==> src/core/rdc_pkg.sv <==
// Purpose: Shared constants and types of the divider chain clock
// Assumes: AXI4-Lite with 8-bit byte addresses and 32-bit data
// Notes:   Registers are 16-bit or narrower unless stated
package rdc_pkg;

	// ----------------------------------------
	// Register offsets
	// ----------------------------------------
	localparam logic [7:0] RDC_OFS_CTRL = 8'h00;
	localparam logic [7:0] RDC_OFS_RLD14 = 8'h04;
	localparam logic [7:0] RDC_OFS_CNT14 = 8'h08;
	localparam logic [7:0] RDC_OFS_RLD32 = 8'h0c;
	localparam logic [7:0] RDC_OFS_CNTLO = 8'h10;
	localparam logic [7:0] RDC_OFS_CNTHI = 8'h14;
	localparam logic [7:0] RDC_OFS_IEN = 8'h18;
	localparam logic [7:0] RDC_OFS_IFLG = 8'h1c;

	// ----------------------------------------
	// Control field positions
	// ----------------------------------------
	localparam int RDC_CTRL_RUN = 0;
	localparam int RDC_CTRL_EXTSEL = 1;
	localparam int RDC_CTRL_DIV32 = 2;
	localparam int RDC_CTRL_DIV8 = 3;

	// ----------------------------------------
	// Reset values and limits
	// ----------------------------------------
	localparam logic [15:0] RDC_RST_RLD14 = 16'h0000;
	localparam logic [31:0] RDC_RST_RLD32 = 32'h0000_0000;
	localparam logic [15:0] RDC_TOP16 = 16'hffff;
	localparam logic [9:0] RDC_TOP10 = 10'h3ff;
	localparam logic [9:0] RDC_TOP6 = 10'h03f;
	localparam logic [4:0] RDC_DIV32_LAST = 5'h1f;
	localparam logic [2:0] RDC_DIV8_LAST = 3'h7;
	localparam logic [1:0] RDC_RESP_OKAY = 2'h0;
	localparam logic [1:0] RDC_RESP_SLVERR = 2'h2;

	// ----------------------------------------
	// Bus carriers
	// ----------------------------------------
	typedef struct packed {
		logic        awvalid;
		logic [7:0]  awaddr;
		logic        wvalid;
		logic [31:0] wdata;
		logic [3:0]  wstrb;
		logic        bready;
		logic        arvalid;
		logic [7:0]  araddr;
		logic        rready;
	} rdcAxiReq_t;

	typedef struct packed {
		logic        awready;
		logic        wready;
		logic        bvalid;
		logic [1:0]  bresp;
		logic        arready;
		logic        rvalid;
		logic [31:0] rdata;
		logic [1:0]  rresp;
	} rdcAxiRsp_t;

	// ----------------------------------------
	// Module state
	// ----------------------------------------
	typedef struct packed {
		logic        run;
		logic        extSel;
		logic        div32En;
		logic        div8En;
		logic [15:0] rld14;
		logic [15:0] cnt14;
		logic [31:0] rld32;
		logic [31:0] cnt32;
		logic [4:0]  ien;
		logic [4:0]  iflg;
		logic [4:0]  div32Cnt;
		logic [2:0]  div8Cnt;
		logic        extPrev;
		logic        awGot;
		logic        wGot;
		logic [7:0]  awAddr;
		logic [31:0] wData;
		logic [3:0]  wStrb;
		rdcAxiRsp_t  rsp;
		logic        irqNode;
	} rdcState_t;

	localparam rdcState_t RDC_STATE_RST = '{
		rld14: RDC_RST_RLD14,
		rld32: RDC_RST_RLD32,
		rsp: '{awready: 1'b1, wready: 1'b1, arready: 1'b1, default: '0},
		default: '0
	};

endpackage : rdc_pkg

==> src/core/rdc_divider_chain.sv <==
// Purpose: Divider chain clock with AXI4-Lite register access
// Assumes: rst_n is the power reset; pins synchronous to clk
// Notes:   Count halves are read without an atomic latch
// Operation
// - Software picks internal tick or external pin as count source.
// - Divide-by-32 and divide-by-8 prescalers, each switched in or bypassed.
// - 16-bit up timer after prescalers restarts from programmable reload.
// - 32-bit counter of 10, 6, 6, 10-bit reloadable sections, fed by it.
// - Software reads the 32-bit count as low and high halves.
// - Every stage counts upward only.
// - The 16-bit timer and each 32-bit counter section can raise its own interrupt request; the prescalers raise none.
// - Stage requests enabled in IEN merge into one common node request.
// - Only power reset returns registers to reset values.
`timescale 1ns/100ps
module rdc_divider_chain
	import rdc_pkg::*;
(
	// Clock and power reset
	input  wire logic clk,
	input  wire logic rst_n,
	// Count sources
	input  wire logic intTick,
	input  wire logic extClkPin,
	// Register bus
	input  wire rdcAxiReq_t axiReq,
	output rdcAxiRsp_t      axiRsp,
	// Common node request
	output logic            irqNode
);

	// ----------------------------------------
	// Helpers
	// ----------------------------------------
	function automatic logic [10:0] bump(input logic [9:0] v,
		input logic [9:0] r, input logic [9:0] top, input logic tk);
		if (!tk) begin
			return {1'b0, v};
		end
		if (v == top) begin
			return {1'b1, r};
		end
		return {1'b0, v + 10'h001};
	endfunction : bump

	function automatic logic [31:0] merge(input logic [31:0] o,
		input logic [31:0] n, input logic [3:0] s);
		logic [31:0] m;
		m = o;
		for (int i = 0; i < 4; i++) begin
			if (s[i]) begin
				m[i*8 +: 8] = n[i*8 +: 8];
			end
		end
		return m;
	endfunction : merge

	rdcState_t   st_r;
	rdcState_t   st_nxt;
	logic        srcTick;
	logic        div32Out;
	logic        preTick;
	logic        wrDo;
	logic [4:0]  ovf;
	logic [15:0] cntLow;
	logic [10:0] s0;
	logic [10:0] s1;
	logic [10:0] s2;
	logic [10:0] s3;

	assign cntLow = st_r.cnt32[15:0];

	// ----------------------------------------
	// Next state
	// ----------------------------------------
	always_comb begin
		logic [31:0] wd;
		logic [31:0] rd;
		logic        hit;
		wd = '0;
		rd = '0;
		hit = 1'b1;
		st_nxt = st_r;
		st_nxt.extPrev = extClkPin;
		srcTick = st_r.run &&
			(st_r.extSel ? (extClkPin && !st_r.extPrev) : intTick);
		div32Out = st_r.div32En ?
			(srcTick && st_r.div32Cnt == RDC_DIV32_LAST) : srcTick;
		preTick = st_r.div8En ?
			(div32Out && st_r.div8Cnt == RDC_DIV8_LAST) : div32Out;
		if (srcTick && st_r.div32En) begin
			st_nxt.div32Cnt = st_r.div32Cnt + 5'h01;
		end
		if (div32Out && st_r.div8En) begin
			st_nxt.div8Cnt = st_r.div8Cnt + 3'h1;
		end
		ovf[0] = preTick && st_r.cnt14 == RDC_TOP16;
		if (ovf[0]) begin
			st_nxt.cnt14 = st_r.rld14;
		end else if (preTick) begin
			st_nxt.cnt14 = st_r.cnt14 + 16'h0001;
		end
		s0 = bump(st_r.cnt32[9:0], st_r.rld32[9:0], RDC_TOP10, ovf[0]);
		s1 = bump({4'h0, st_r.cnt32[15:10]}, {4'h0, st_r.rld32[15:10]},
			RDC_TOP6, s0[10]);
		s2 = bump({4'h0, st_r.cnt32[21:16]}, {4'h0, st_r.rld32[21:16]},
			RDC_TOP6, s1[10]);
		s3 = bump(st_r.cnt32[31:22], st_r.rld32[31:22], RDC_TOP10, s2[10]);
		ovf[4:1] = {s3[10], s2[10], s1[10], s0[10]};
		st_nxt.cnt32 = {s3[9:0], s2[5:0], s1[5:0], s0[9:0]};
		st_nxt.iflg = st_r.iflg | ovf;
		st_nxt.irqNode = |(st_r.iflg & st_r.ien);
		// Write channel
		if (axiReq.awvalid && st_r.rsp.awready) begin
			st_nxt.awGot = 1'b1;
			st_nxt.awAddr = axiReq.awaddr;
			st_nxt.rsp.awready = 1'b0;
		end
		if (axiReq.wvalid && st_r.rsp.wready) begin
			st_nxt.wGot = 1'b1;
			st_nxt.wData = axiReq.wdata;
			st_nxt.wStrb = axiReq.wstrb;
			st_nxt.rsp.wready = 1'b0;
		end
		wrDo = st_r.awGot && st_r.wGot && !st_r.rsp.bvalid;
		if (wrDo) begin
			st_nxt.awGot = 1'b0;
			st_nxt.wGot = 1'b0;
			st_nxt.rsp.bvalid = 1'b1;
			st_nxt.rsp.bresp = RDC_RESP_OKAY;
			case (st_r.awAddr)
				RDC_OFS_CTRL: begin
					wd = merge({28'h0, st_r.div8En, st_r.div32En,
						st_r.extSel, st_r.run}, st_r.wData, st_r.wStrb);
					st_nxt.run = wd[RDC_CTRL_RUN];
					st_nxt.extSel = wd[RDC_CTRL_EXTSEL];
					st_nxt.div32En = wd[RDC_CTRL_DIV32];
					st_nxt.div8En = wd[RDC_CTRL_DIV8];
				end
				RDC_OFS_RLD14: begin
					wd = merge({16'h0, st_r.rld14}, st_r.wData, st_r.wStrb);
					st_nxt.rld14 = wd[15:0];
				end
				RDC_OFS_CNT14: begin
					wd = merge({16'h0, st_r.cnt14}, st_r.wData, st_r.wStrb);
					st_nxt.cnt14 = wd[15:0];
				end
				RDC_OFS_RLD32: begin
					st_nxt.rld32 = merge(st_r.rld32, st_r.wData, st_r.wStrb);
				end
				RDC_OFS_CNTLO: begin
					wd = merge({16'h0, st_r.cnt32[15:0]}, st_r.wData,
						st_r.wStrb);
					st_nxt.cnt32[15:0] = wd[15:0];
				end
				RDC_OFS_CNTHI: begin
					wd = merge({16'h0, st_r.cnt32[31:16]}, st_r.wData,
						st_r.wStrb);
					st_nxt.cnt32[31:16] = wd[15:0];
				end
				RDC_OFS_IEN: begin
					wd = merge({27'h0, st_r.ien}, st_r.wData, st_r.wStrb);
					st_nxt.ien = wd[4:0];
				end
				RDC_OFS_IFLG: begin
					// write one clears, set still wins
					wd = merge(32'h0, st_r.wData, st_r.wStrb);
					st_nxt.iflg = (st_r.iflg & ~wd[4:0]) | ovf;
				end
				default: begin
					st_nxt.rsp.bresp = RDC_RESP_SLVERR;
				end
			endcase
		end
		if (st_r.rsp.bvalid && axiReq.bready) begin
			st_nxt.rsp.bvalid = 1'b0;
			st_nxt.rsp.awready = 1'b1;
			st_nxt.rsp.wready = 1'b1;
		end
		// Read channel
		if (axiReq.arvalid && st_r.rsp.arready) begin
			case (axiReq.araddr)
				RDC_OFS_CTRL: rd = {28'h0, st_r.div8En, st_r.div32En,
					st_r.extSel, st_r.run};
				RDC_OFS_RLD14: rd = {16'h0, st_r.rld14};
				RDC_OFS_CNT14: rd = {16'h0, st_r.cnt14};
				RDC_OFS_RLD32: rd = st_r.rld32;
				RDC_OFS_CNTLO: rd = {16'h0, st_r.cnt32[15:0]};
				RDC_OFS_CNTHI: rd = {16'h0, st_r.cnt32[31:16]};
				RDC_OFS_IEN: rd = {27'h0, st_r.ien};
				RDC_OFS_IFLG: rd = {27'h0, st_r.iflg};
				default: hit = 1'b0;
			endcase
			st_nxt.rsp.arready = 1'b0;
			st_nxt.rsp.rvalid = 1'b1;
			st_nxt.rsp.rdata = rd;
			st_nxt.rsp.rresp = hit ? RDC_RESP_OKAY : RDC_RESP_SLVERR;
		end
		if (st_r.rsp.rvalid && axiReq.rready) begin
			st_nxt.rsp.rvalid = 1'b0;
			st_nxt.rsp.arready = 1'b1;
		end
	end

	// ----------------------------------------
	// State register
	// ----------------------------------------
	// power reset only
	always_ff @(posedge clk or negedge rst_n) begin
		if (!rst_n) begin
			st_r <= RDC_STATE_RST;
		end else begin
			st_r <= st_nxt;
		end
	end

	assign axiRsp = st_r.rsp;
	assign irqNode = st_r.irqNode;
endmodule : rdc_divider_chain

==> config.mk <==
export PLATFORM = sky130hd
export DESIGN_NAME = rdc_divider_chain
export DESIGN_NICKNAME = d
export VERILOG_FILES = /design/src/core/rdc_pkg.sv /design/src/core/rdc_divider_chain.sv
export SDC_FILE = /design/constraint.sdc
export NUM_CORES = 1
export LEC_CHECK = 0
export BUFFER_PORTS_ARGS = -buffer_cell sky130_fd_sc_hd__clkbuf_2
export CORE_ASPECT_RATIO = 2
export CORE_MARGIN = 8
export CORE_UTILIZATION = 56
export CTS_BUF_LIST = sky130_fd_sc_hd__clkbuf_2
export DETAILED_ROUTE_END_ITERATION = 16
export MAX_ROUTING_LAYER = met4
export PLACE_DENSITY_LB_ADDON = 0.12
export SYNTH_ARGS = -nofsm -noshare
export SYNTH_HDL_FRONTEND = slang
export SYNTH_SLANG_ARGS = --single-unit
==> constraint.sdc <==
create_clock -name clk -period 5.93 [get_ports clk]
set_input_delay 0.2965 -clock clk [delete_from_list [all_inputs] [get_ports clk]]
set_output_delay 0.2965 -clock clk [all_outputs]
set_load 0.02 [all_outputs]
== After elaboration in Yosys (flattened, before gate mapping) ==
Cells that the tools add are included.
Word-level totals
  bits in registers: 207
  latch bits: 0
  RAM bits: 0
  bits in read-only memories: 0
  input bits: 61
  output and inout bits: 42
  logic and storage cells: 169
  memories kept: 0
Operators by class
  $add $sub $neg: 7
  multipliers: 0
  divide/modulo/power cells: 0
  order comparisons: 0
  equal/unequal tests: 27
  shift-type cells: 0
  muxes and demuxes: 60
  bitwise logic cells: 5
  reductions and logical operators: 35
Operators by type and width (count)
  $pmux 32 s8: 1
  $mux 11: 16
  $mux 90: 1
  $mux 16: 5
  $eq 8x5->1 const B: 8
  $mux 8: 6
  $mux 36: 1
  $eq 8x4->1 const B: 4
  $mux 32: 1
  $mux 5: 6
  $reduce_and 3->1: 8
  $add 10x1->10 const B: 2
  $eq 10x10->1 const B: 2
  $ne 3x3->1 const B: 6
  $mux 1: 17
  $add 16x1->16 const B: 1
  $eq 16x16->1 const B: 1
  $eq 8x3->1 const B: 2
  $logic_not 8->1: 2
  $reduce_or 8->1: 2
  $add 6x1->7 const B: 2
  $logic_and 1x1->1: 14
  $eq 6x6->1 const B: 2
  $reduce_bool 2->1: 6
  11 further kinds: 18

== Logic depth before layout (Yosys ltp) ==
Gate-level depths: netlist of run 1.
  depth in word-level cells: 28
  gate-level depth with buffers: 11
  gate-level depth less buffers: 9

== Worst setup path before layout of run 1 ==
OpenSTA, ideal clock, no wires.
  kind: reg-to-reg
  start: reg st_r[92] (netlist bit)
  end: reg st_r, in the netlist cntLow[2]
  setup time: 0.120 ns
  data arrival time: 2.297 ns
  data required time: 5.810 ns
  slack: 3.513 ns
  stages on the path, launching flop included: 11
  path buffers: 1
  clock period less this slack: 2.417 ns
  cell sequence: dfrtp_1 -> ha_1 -> and3_1 -> ha_1 -> nand2b_1 -> o21ai_1 -> or4_1 -> buf_4 -> nor2_1 -> nand2_1 -> a31o_2
On the way
  longest elaborated chain between the ends: 9
RTL lines
  start: declaration: line rdc_divider_chain.sv:57  | rdcState_t st_r;
  start signal: assignment: line rdc_divider_chain.sv:212  | st_r <= st_nxt;
  $eq 5x5->1 *: line rdc_divider_chain.sv:87  | (srcTick && st_r.div32Cnt == RDC_DIV32_LAST) : srcTick;
  $logic_and 1x1->1 *: line rdc_divider_chain.sv:87
  $mux 1 *: line rdc_divider_chain.sv:86  | div32Out = st_r.div32En ?
  $logic_and 1x1->1: line rdc_divider_chain.sv:89  | (div32Out && st_r.div8Cnt == RDC_DIV8_LAST) : div32Out;
  $mux 1 *: line rdc_divider_chain.sv:88  | preTick = st_r.div8En ?
  $logic_and 1x1->1 *: line rdc_divider_chain.sv:96  | ovf[0] = preTick && st_r.cnt14 == RDC_TOP16;
  $mux 11 *: line rdc_divider_chain.sv:39  | if (v == top) begin
  $mux 16: line rdc_divider_chain.sv:130  | case (st_r.awAddr)
  $mux 90 *: line rdc_divider_chain.sv:125  | if (wrDo) begin
Mark *: on every way between the ends. The rest lies on a longest branch, timed or not.
A chain may end at the register's enable or synchronous reset.

== Worst setup path after layout of run 1 ==
  start: reg st_r[89] (netlist bit)
  end: reg st_r, in the netlist cntLow[14]
On the way
  longest elaborated chain between the ends: 8
RTL lines (line)
  $eq 3x3->1 *: rdc_divider_chain.sv:89
  $logic_and 1x1->1 *: rdc_divider_chain.sv:89
  $mux 1 *: rdc_divider_chain.sv:88
  $logic_and 1x1->1 *: rdc_divider_chain.sv:96
  $mux 11 * (2 in series): rdc_divider_chain.sv:39
  $mux 16: rdc_divider_chain.sv:130
  $mux 90 *: rdc_divider_chain.sv:125
Marked as above.

==> reports/metrics.cfg, run 1 <==
[status]
status=finished, final reports clean

[power]
p_clk_share_pct=22.6
total_leakage_power_nw=5.65
p_comb_share_pct=25.2
ir_drop_v=0.000265
pwr-share-seq_pct=52.1
p_switching_mw=1.58
switching_share_pct=38.3
p_per_area_nw_per_um2=339
finalPower_mw=4.13
p_int_mw=2.55

[final_layout]
fin_area_sq_um=12200
instances_no_fill=1474
fin_util_pct=64.6
syn_to_final_growth_pct=13.5
layout-drive-gt1-share_pct=25.3
fillers=1647
seqCellArea_sq_um=5130
multi_input_area_sq_um=5010
final_nets=1254

[timing]
relSlewSlack_pct=27.8
finalMaxSlewViolations=0
fin_crit_sh_pct=50.3
max_freq_mhz=335
fin_crit_ps=2980
finClkSkew_ps=76.3
rsz0062_at_grt=no
fin_hold_ws_ps=38.8
finalSetupTns_ps=0
worst_pin_slew_ps=1070
finalHoldViolCount=0
fin_ws_ps=2950
setup_viol=0

[die]
core_area_sq_um=18800
row_count=71
start_util_pct=56.9
die_w_um=114
die_area_sq_um=24100
io_pins=103
die_y_um=212

[grt]
overflow=0
grt_usage_pct=28.6
grt_pass1_wl_mm=51.5
antenna_found_initial=1
first_global_vias=9278
grt_max_degree=81

[detailed_routing]
drtAntennaViolNets=0
wl_per_cell_um=22.2
dr.pass1.iters=6
drc_errors=0
vias_per_cell=6.15
vias=9071
routed_wl_mm=32.7
drt_iter0_markers=652

[setup_path]
end_kind=register
startpoint_type=register
worstSetupPathType=register to register
slowest_delay_ps=840
crit_top_cell=nor3_1
cpMaxStageDelayCell=or4_1
required_ps=6640
crit_fanout=9
startpoint=st_r[89]
r2r_start=st_r[89]
worstPathCellList=ha_1 -> ha_1 -> nand2b_1 -> nand3_1 -> or4_1 -> nor3_1 -> nor3_1 -> nor3_1
arrival_ps=3690

[logic_synthesis]
synthDistinctLibCells=78
synthCells=1057
yosys.area.top_type=dfrtp_1
ys_top_cells_by_area=dfrtp_1 47%, mux2_2 10%, nand2_1 4.6%
synth_seq_cells=205
yosys_warnings=0
async_flop_share_pct=100
synth_top_area_share_pct=47.1
syn_area_sq_um=10700
synth_ff_type=dfrtp_1
syn_area_per_cell_sq_um=10.1
synth_edf_count=0
ys_seq_area_share_pct=47.9

[clocking]
cts_setup_buffers=0
cts-buffers-inserted=47
cts_tree=done
htree_levels=2
cts_buffer_depth=3
clk_transition_reported_paths_ps=110
clk_latency_ps=840
root_buffer=clkbuf_2
cts.sinks=205

[worst_hold_path]
hold_path_class=input pin to register
worstHoldStart=axiReq[1]

[place]
pre_cts_slack_ps=2990
place_inst=1331
port_buffers=100
dp_hpwl_mm=22.7
globalplace.congestion=0.966
place_area_sq_um=11100

[run]
maxCapViolCount=0

## final cells by class
class | count | area share [%]
Antenna cell | 1 | 0.0206
Clock buffer | 70 | 2.88
Timing Repair Buffer | 174 | 9.96
Tap cell | 255 | 2.62
Multi-Input combinational cell | 739 | 41.2
Sequential cell | 205 | 42.2
Clock inverter | 13 | 0.637
Inverter | 17 | 0.524
## worst max-delay path: cells and delay by family (launching register included)
| family | cells | cell delay (ps) |
|---|---|---|
| adder cells (fa/ha/maj) | 2 | 300 |
| flip-flops | 1 | 380 |
| AND/OR/NAND/NOR | 6 | 2200 |
## layer usage
| metal | part of all wire, % | routed length, um | global-route usage [%] | vias up |
|---|---|---|---|---|
| met5 | 0 | 0 | - | - |
| met2 | 51 | 16600 | 47.7 | 378 |
| li1 | - | - | - | 4113 |
| met4 | 7.0 | 2290 | 20.1 | 0 |
| met3 | 5.9 | 1950 | 4.28 | 132 |
| met1 | 36 | 11800 | 30.4 | 4448 |
## cells in the final DEF, fill, tap and decap left out, types with 4 or more instances in the layout
cell           netlist  routed
dfrtp_1            202     202
clkbuf_2             0     169
nand2_1            130     129
mux2_2              96      96
o21ai_0             79      79
dlygate4sd3_1        0      59
nor2_1              46      46
a21oi_1             45      45
nand3_1             35      35
mux2i_1             31      31
nor3_1              24      24
nand4_1             21      21
inv_1               17      17
a21o_1              15      15
buf_4               43      15
a222oi_1            14      14
a22oi_1             14      14
and3_1              11      11
a31oi_1             10      10
o22ai_1             10      10
xnor2_1              9       9
ha_1                 9       9
clkinv_1             0       9
nor4_1               8       8
a211oi_1             8       8
or3_1                7       7
nor2b_1              7       7
o21a_1               6       6
and4_1               5       5
nand2b_1             5       5
and2_1               5       5
nor4b_1              5       5
xor2_1               5       5
and3b_1              4       4
nor3b_1              4       4
o211ai_1             4       4
## cells by family after synthesis
family	Yosys count	synth area share (%)
xor+xnor	14	1.14
mux	128	13.2
compound gates	245	15.0
fa+ha+maj	9	1.05
flops	205	47.9
buf+inv	114	5.61
other cells	1	0.0350
simple gates	341	16.1
## final timing paths
kind	endpoint	slack, ps	depth (start not counted)
min	axiRsp[4]	40	5
max	cntLow[14]	2950	8
max in group asynchronous	st_r[162]	4020	4
max reg2reg	cntLow[14]	2950	8
min reg2reg	axiRsp[12]	480	1
min in group asynchronous	axiRsp[3]	500	3
## state kept, by name, indices dropped and copies added (netlist names)
| name | count |
|---|---|
| irqNode | 1 |
| axiRsp | 39 |
| st_r | 149 |
| cntLow | 16 |
## power by group through the flow
| stage | clock network, mW | registers, mW | logic, mW |
|---|---|---|---|
| floorplan | 0 | 1.95 | 0.819 |
| global placement | 0 | 2.16 | 0.979 |
| detailed placement | 0 | 2.16 | 0.997 |
| CTS | 0.957 | 2.13 | 1.04 |
| global route | 1.02 | 2.19 | 1.14 |
| finish | 0.935 | 2.15 | 1.04 |
## synth_stat cells, types with 17 or more instances
cell / n
dfrtp_1: 202
nand2_1: 130
mux2_2: 96
o21ai_0: 79
nor2_1: 46
a21oi_1: 45
buf_4: 43
clkbuf_1: 41
nand3_1: 35
mux2i_1: 31
nor3_1: 24
nand4_1: 21
inv_1: 17
## what timing repair did
action	4_1_cts	5_1_grt
hold endpoints to repair	110	0
hold buffers	59	0
resized for setup	0	0
Note: power is estimated with default switching activity, not from simulation.
==> inputs of run 2 (changes only) <==
- clock period: 5.93 -> 2.86 ns (I/O delays scaled with it)
==> run 2 against run 1 <==
Effect of this change:
- sequential power up 110%
- non-clock buffer count grew 38
- clock skew up 6.9 ps
- combinational power grew 110%
- core utilization rose by 1.8 points
- final area up 2.7%
- count of clock-buffer cells in the layout unchanged
- via count grew 0.73%
- power grew 110%
- critical path type unchanged
==> reports/metrics.cfg, run 2 (synthesized netlist as in run 1, its figures left out) <==
[status]
status=finished, final reports clean

[setup_path]
worstPathCellList=or4_1 -> nor3_1 -> and3_1 -> nand2_1 -> mux2_2
crit_fanout=8
slowest_delay_ps=540
startpoint_type=register
cpMaxStageDelayCell=or4_1
required_ps=3510
end_kind=register
worstSetupPathType=register to register
arrival_ps=3300

[timing]
finalMaxSlewViolations=0
worst_pin_slew_ps=716
finalHoldViolCount=0
setup_viol=0
relSlewSlack_pct=52.1
finClkSkew_ps=83.2
fin_crit_sh_pct=92.5
max_freq_mhz=378
finalSetupTns_ps=0
fin_crit_ps=2650
rsz0062_at_grt=no

[final_layout]
layout-drive-gt1-share_pct=27.3
syn_to_final_growth_pct=16.6
final_cell_mix=202 x dfrtp_1, 169 x clkbuf_2, 129 x nand2_1, 96 x mux2_2, 79 x o21ai_0
fillers=1599
top_register=st_r
largest_reg_flops=149
final_common_cell=dfrtp_1
final_nets=1292

[clocking]
cts_buffer_depth=3
clk_latency_ps=850
htree_levels=2
cts-buffers-inserted=47
root_buffer=clkbuf_2
cts_tree=done
cts.sinks=205
clk_transition_reported_paths_ps=100

[power]
p_per_area_nw_per_um2=682
finalPower_mw=8.53
ir_drop_v=0.000479
total_leakage_power_nw=5.83

[grt]
first_global_vias=9548
grtUsageMet2_pct=49.7
grt_pass1_wl_mm=52.5
grt_max_degree=76
use_met1_pct=31.5
grt_usage_pct=29.0
overflow=0
grt_use_met3_pct=4.05
busiest_layer=met2
antenna_found_initial=1

[detailed_routing]
vias_per_cell=6.06
routed_wl_mm=32.9
drc_errors=0
drtAntennaViolNets=0
dr.pass1.iters=9
vias=9137
drt_iter0_markers=662
wl_per_cell_um=21.8

[run]
maxCapViolCount=0

[die]
row_count=71
die_y_um=212
core_area_sq_um=18800
start_util_pct=56.9
die_area_sq_um=24100
io_pins=103
die_w_um=114

[place]
port_buffers=100
globalplace.congestion=0.941
dp_hpwl_mm=23.4

[worst_hold_path]
hold_path_class=input pin to register

## run 2: timing repair
| item | CTS | global route |
|---|---|---|
| hold buffers | 66 | 0 |
| buffers inserted | 0 | 2 |
| resized for setup | 0 | 4 |
| hold endpoints to repair | 274 | 0 |
| endpoints found under the setup margin | 0 | 5 |
## run 2: final timing paths
kind                         endpoint  slack [ps]  cells after the start      start
max in group asynchronous   st_r[197]        1950                      4      rst_n
setup / recovery            st_r[153]         210                      5   st_r[79]
setup reg to reg            st_r[153]         210                      5   st_r[79]
hold / removal              axiRsp[2]          40                      5  axiReq[4]
min in group asynchronous  axiRsp[40]         450                      3      rst_n
hold reg to reg              st_r[95]         480                      1   st_r[95]
## run 2: worst max-delay path, delay by kind of cell (launching register included)
family	cells	cell delay (ps)
and+or+nand+nor	4	1650
DFF	1	410
muxes	1	420
## run 2: layout make-up
cell class | instances | area [sq um] | share of cell area, %
Multi-Input combinational cell | 739 | 5020 | 40.2
Inverter | 17 | 63.8 | 0.510
Clock inverter | 10 | 42.5 | 0.340
Clock buffer | 70 | 350 | 2.80
Tap cell | 255 | 319 | 2.55
Antenna cell | 1 | 2.50 | 0.0200
Sequential cell | 205 | 5130 | 41.1
Timing Repair Buffer | 212 | 1570 | 12.6
## run 2: where the power goes
group / leakage, nW / switching, mW / total, mW / internal [mW]
registers: 2.58 / 0.965 / 4.50 / 3.53
logic: 2.95 / 1.13 / 2.22 / 1.10
clock network: 0.307 / 1.16 / 1.80 / 0.643
## run 2: metal layers
layer | up-vias | routed length (um)
li1 | 4194 | -
met1 | 4428 | 12200
met2 | 395 | 17100
met3 | 120 | 1880
met4 | 0 | 1780
met5 | - | 0
## run 2: per-stage QoR
step           cells  hold WS [ps]  instance area [sq um]  setup slack [ps]  utilization (%)
2_1_floorplan   1058          -153                  10700               443                -
3_3_place_gp    1360           227                  11400               260             60.5
3_5_place_dp    1360           225                  11400               215             60.5
4_1_cts         1506          3.26                  12500               103             66.2
5_1_grt         1509          39.9                  12500              6.88             66.4
6_report        1509          38.0                  12500               214             66.4
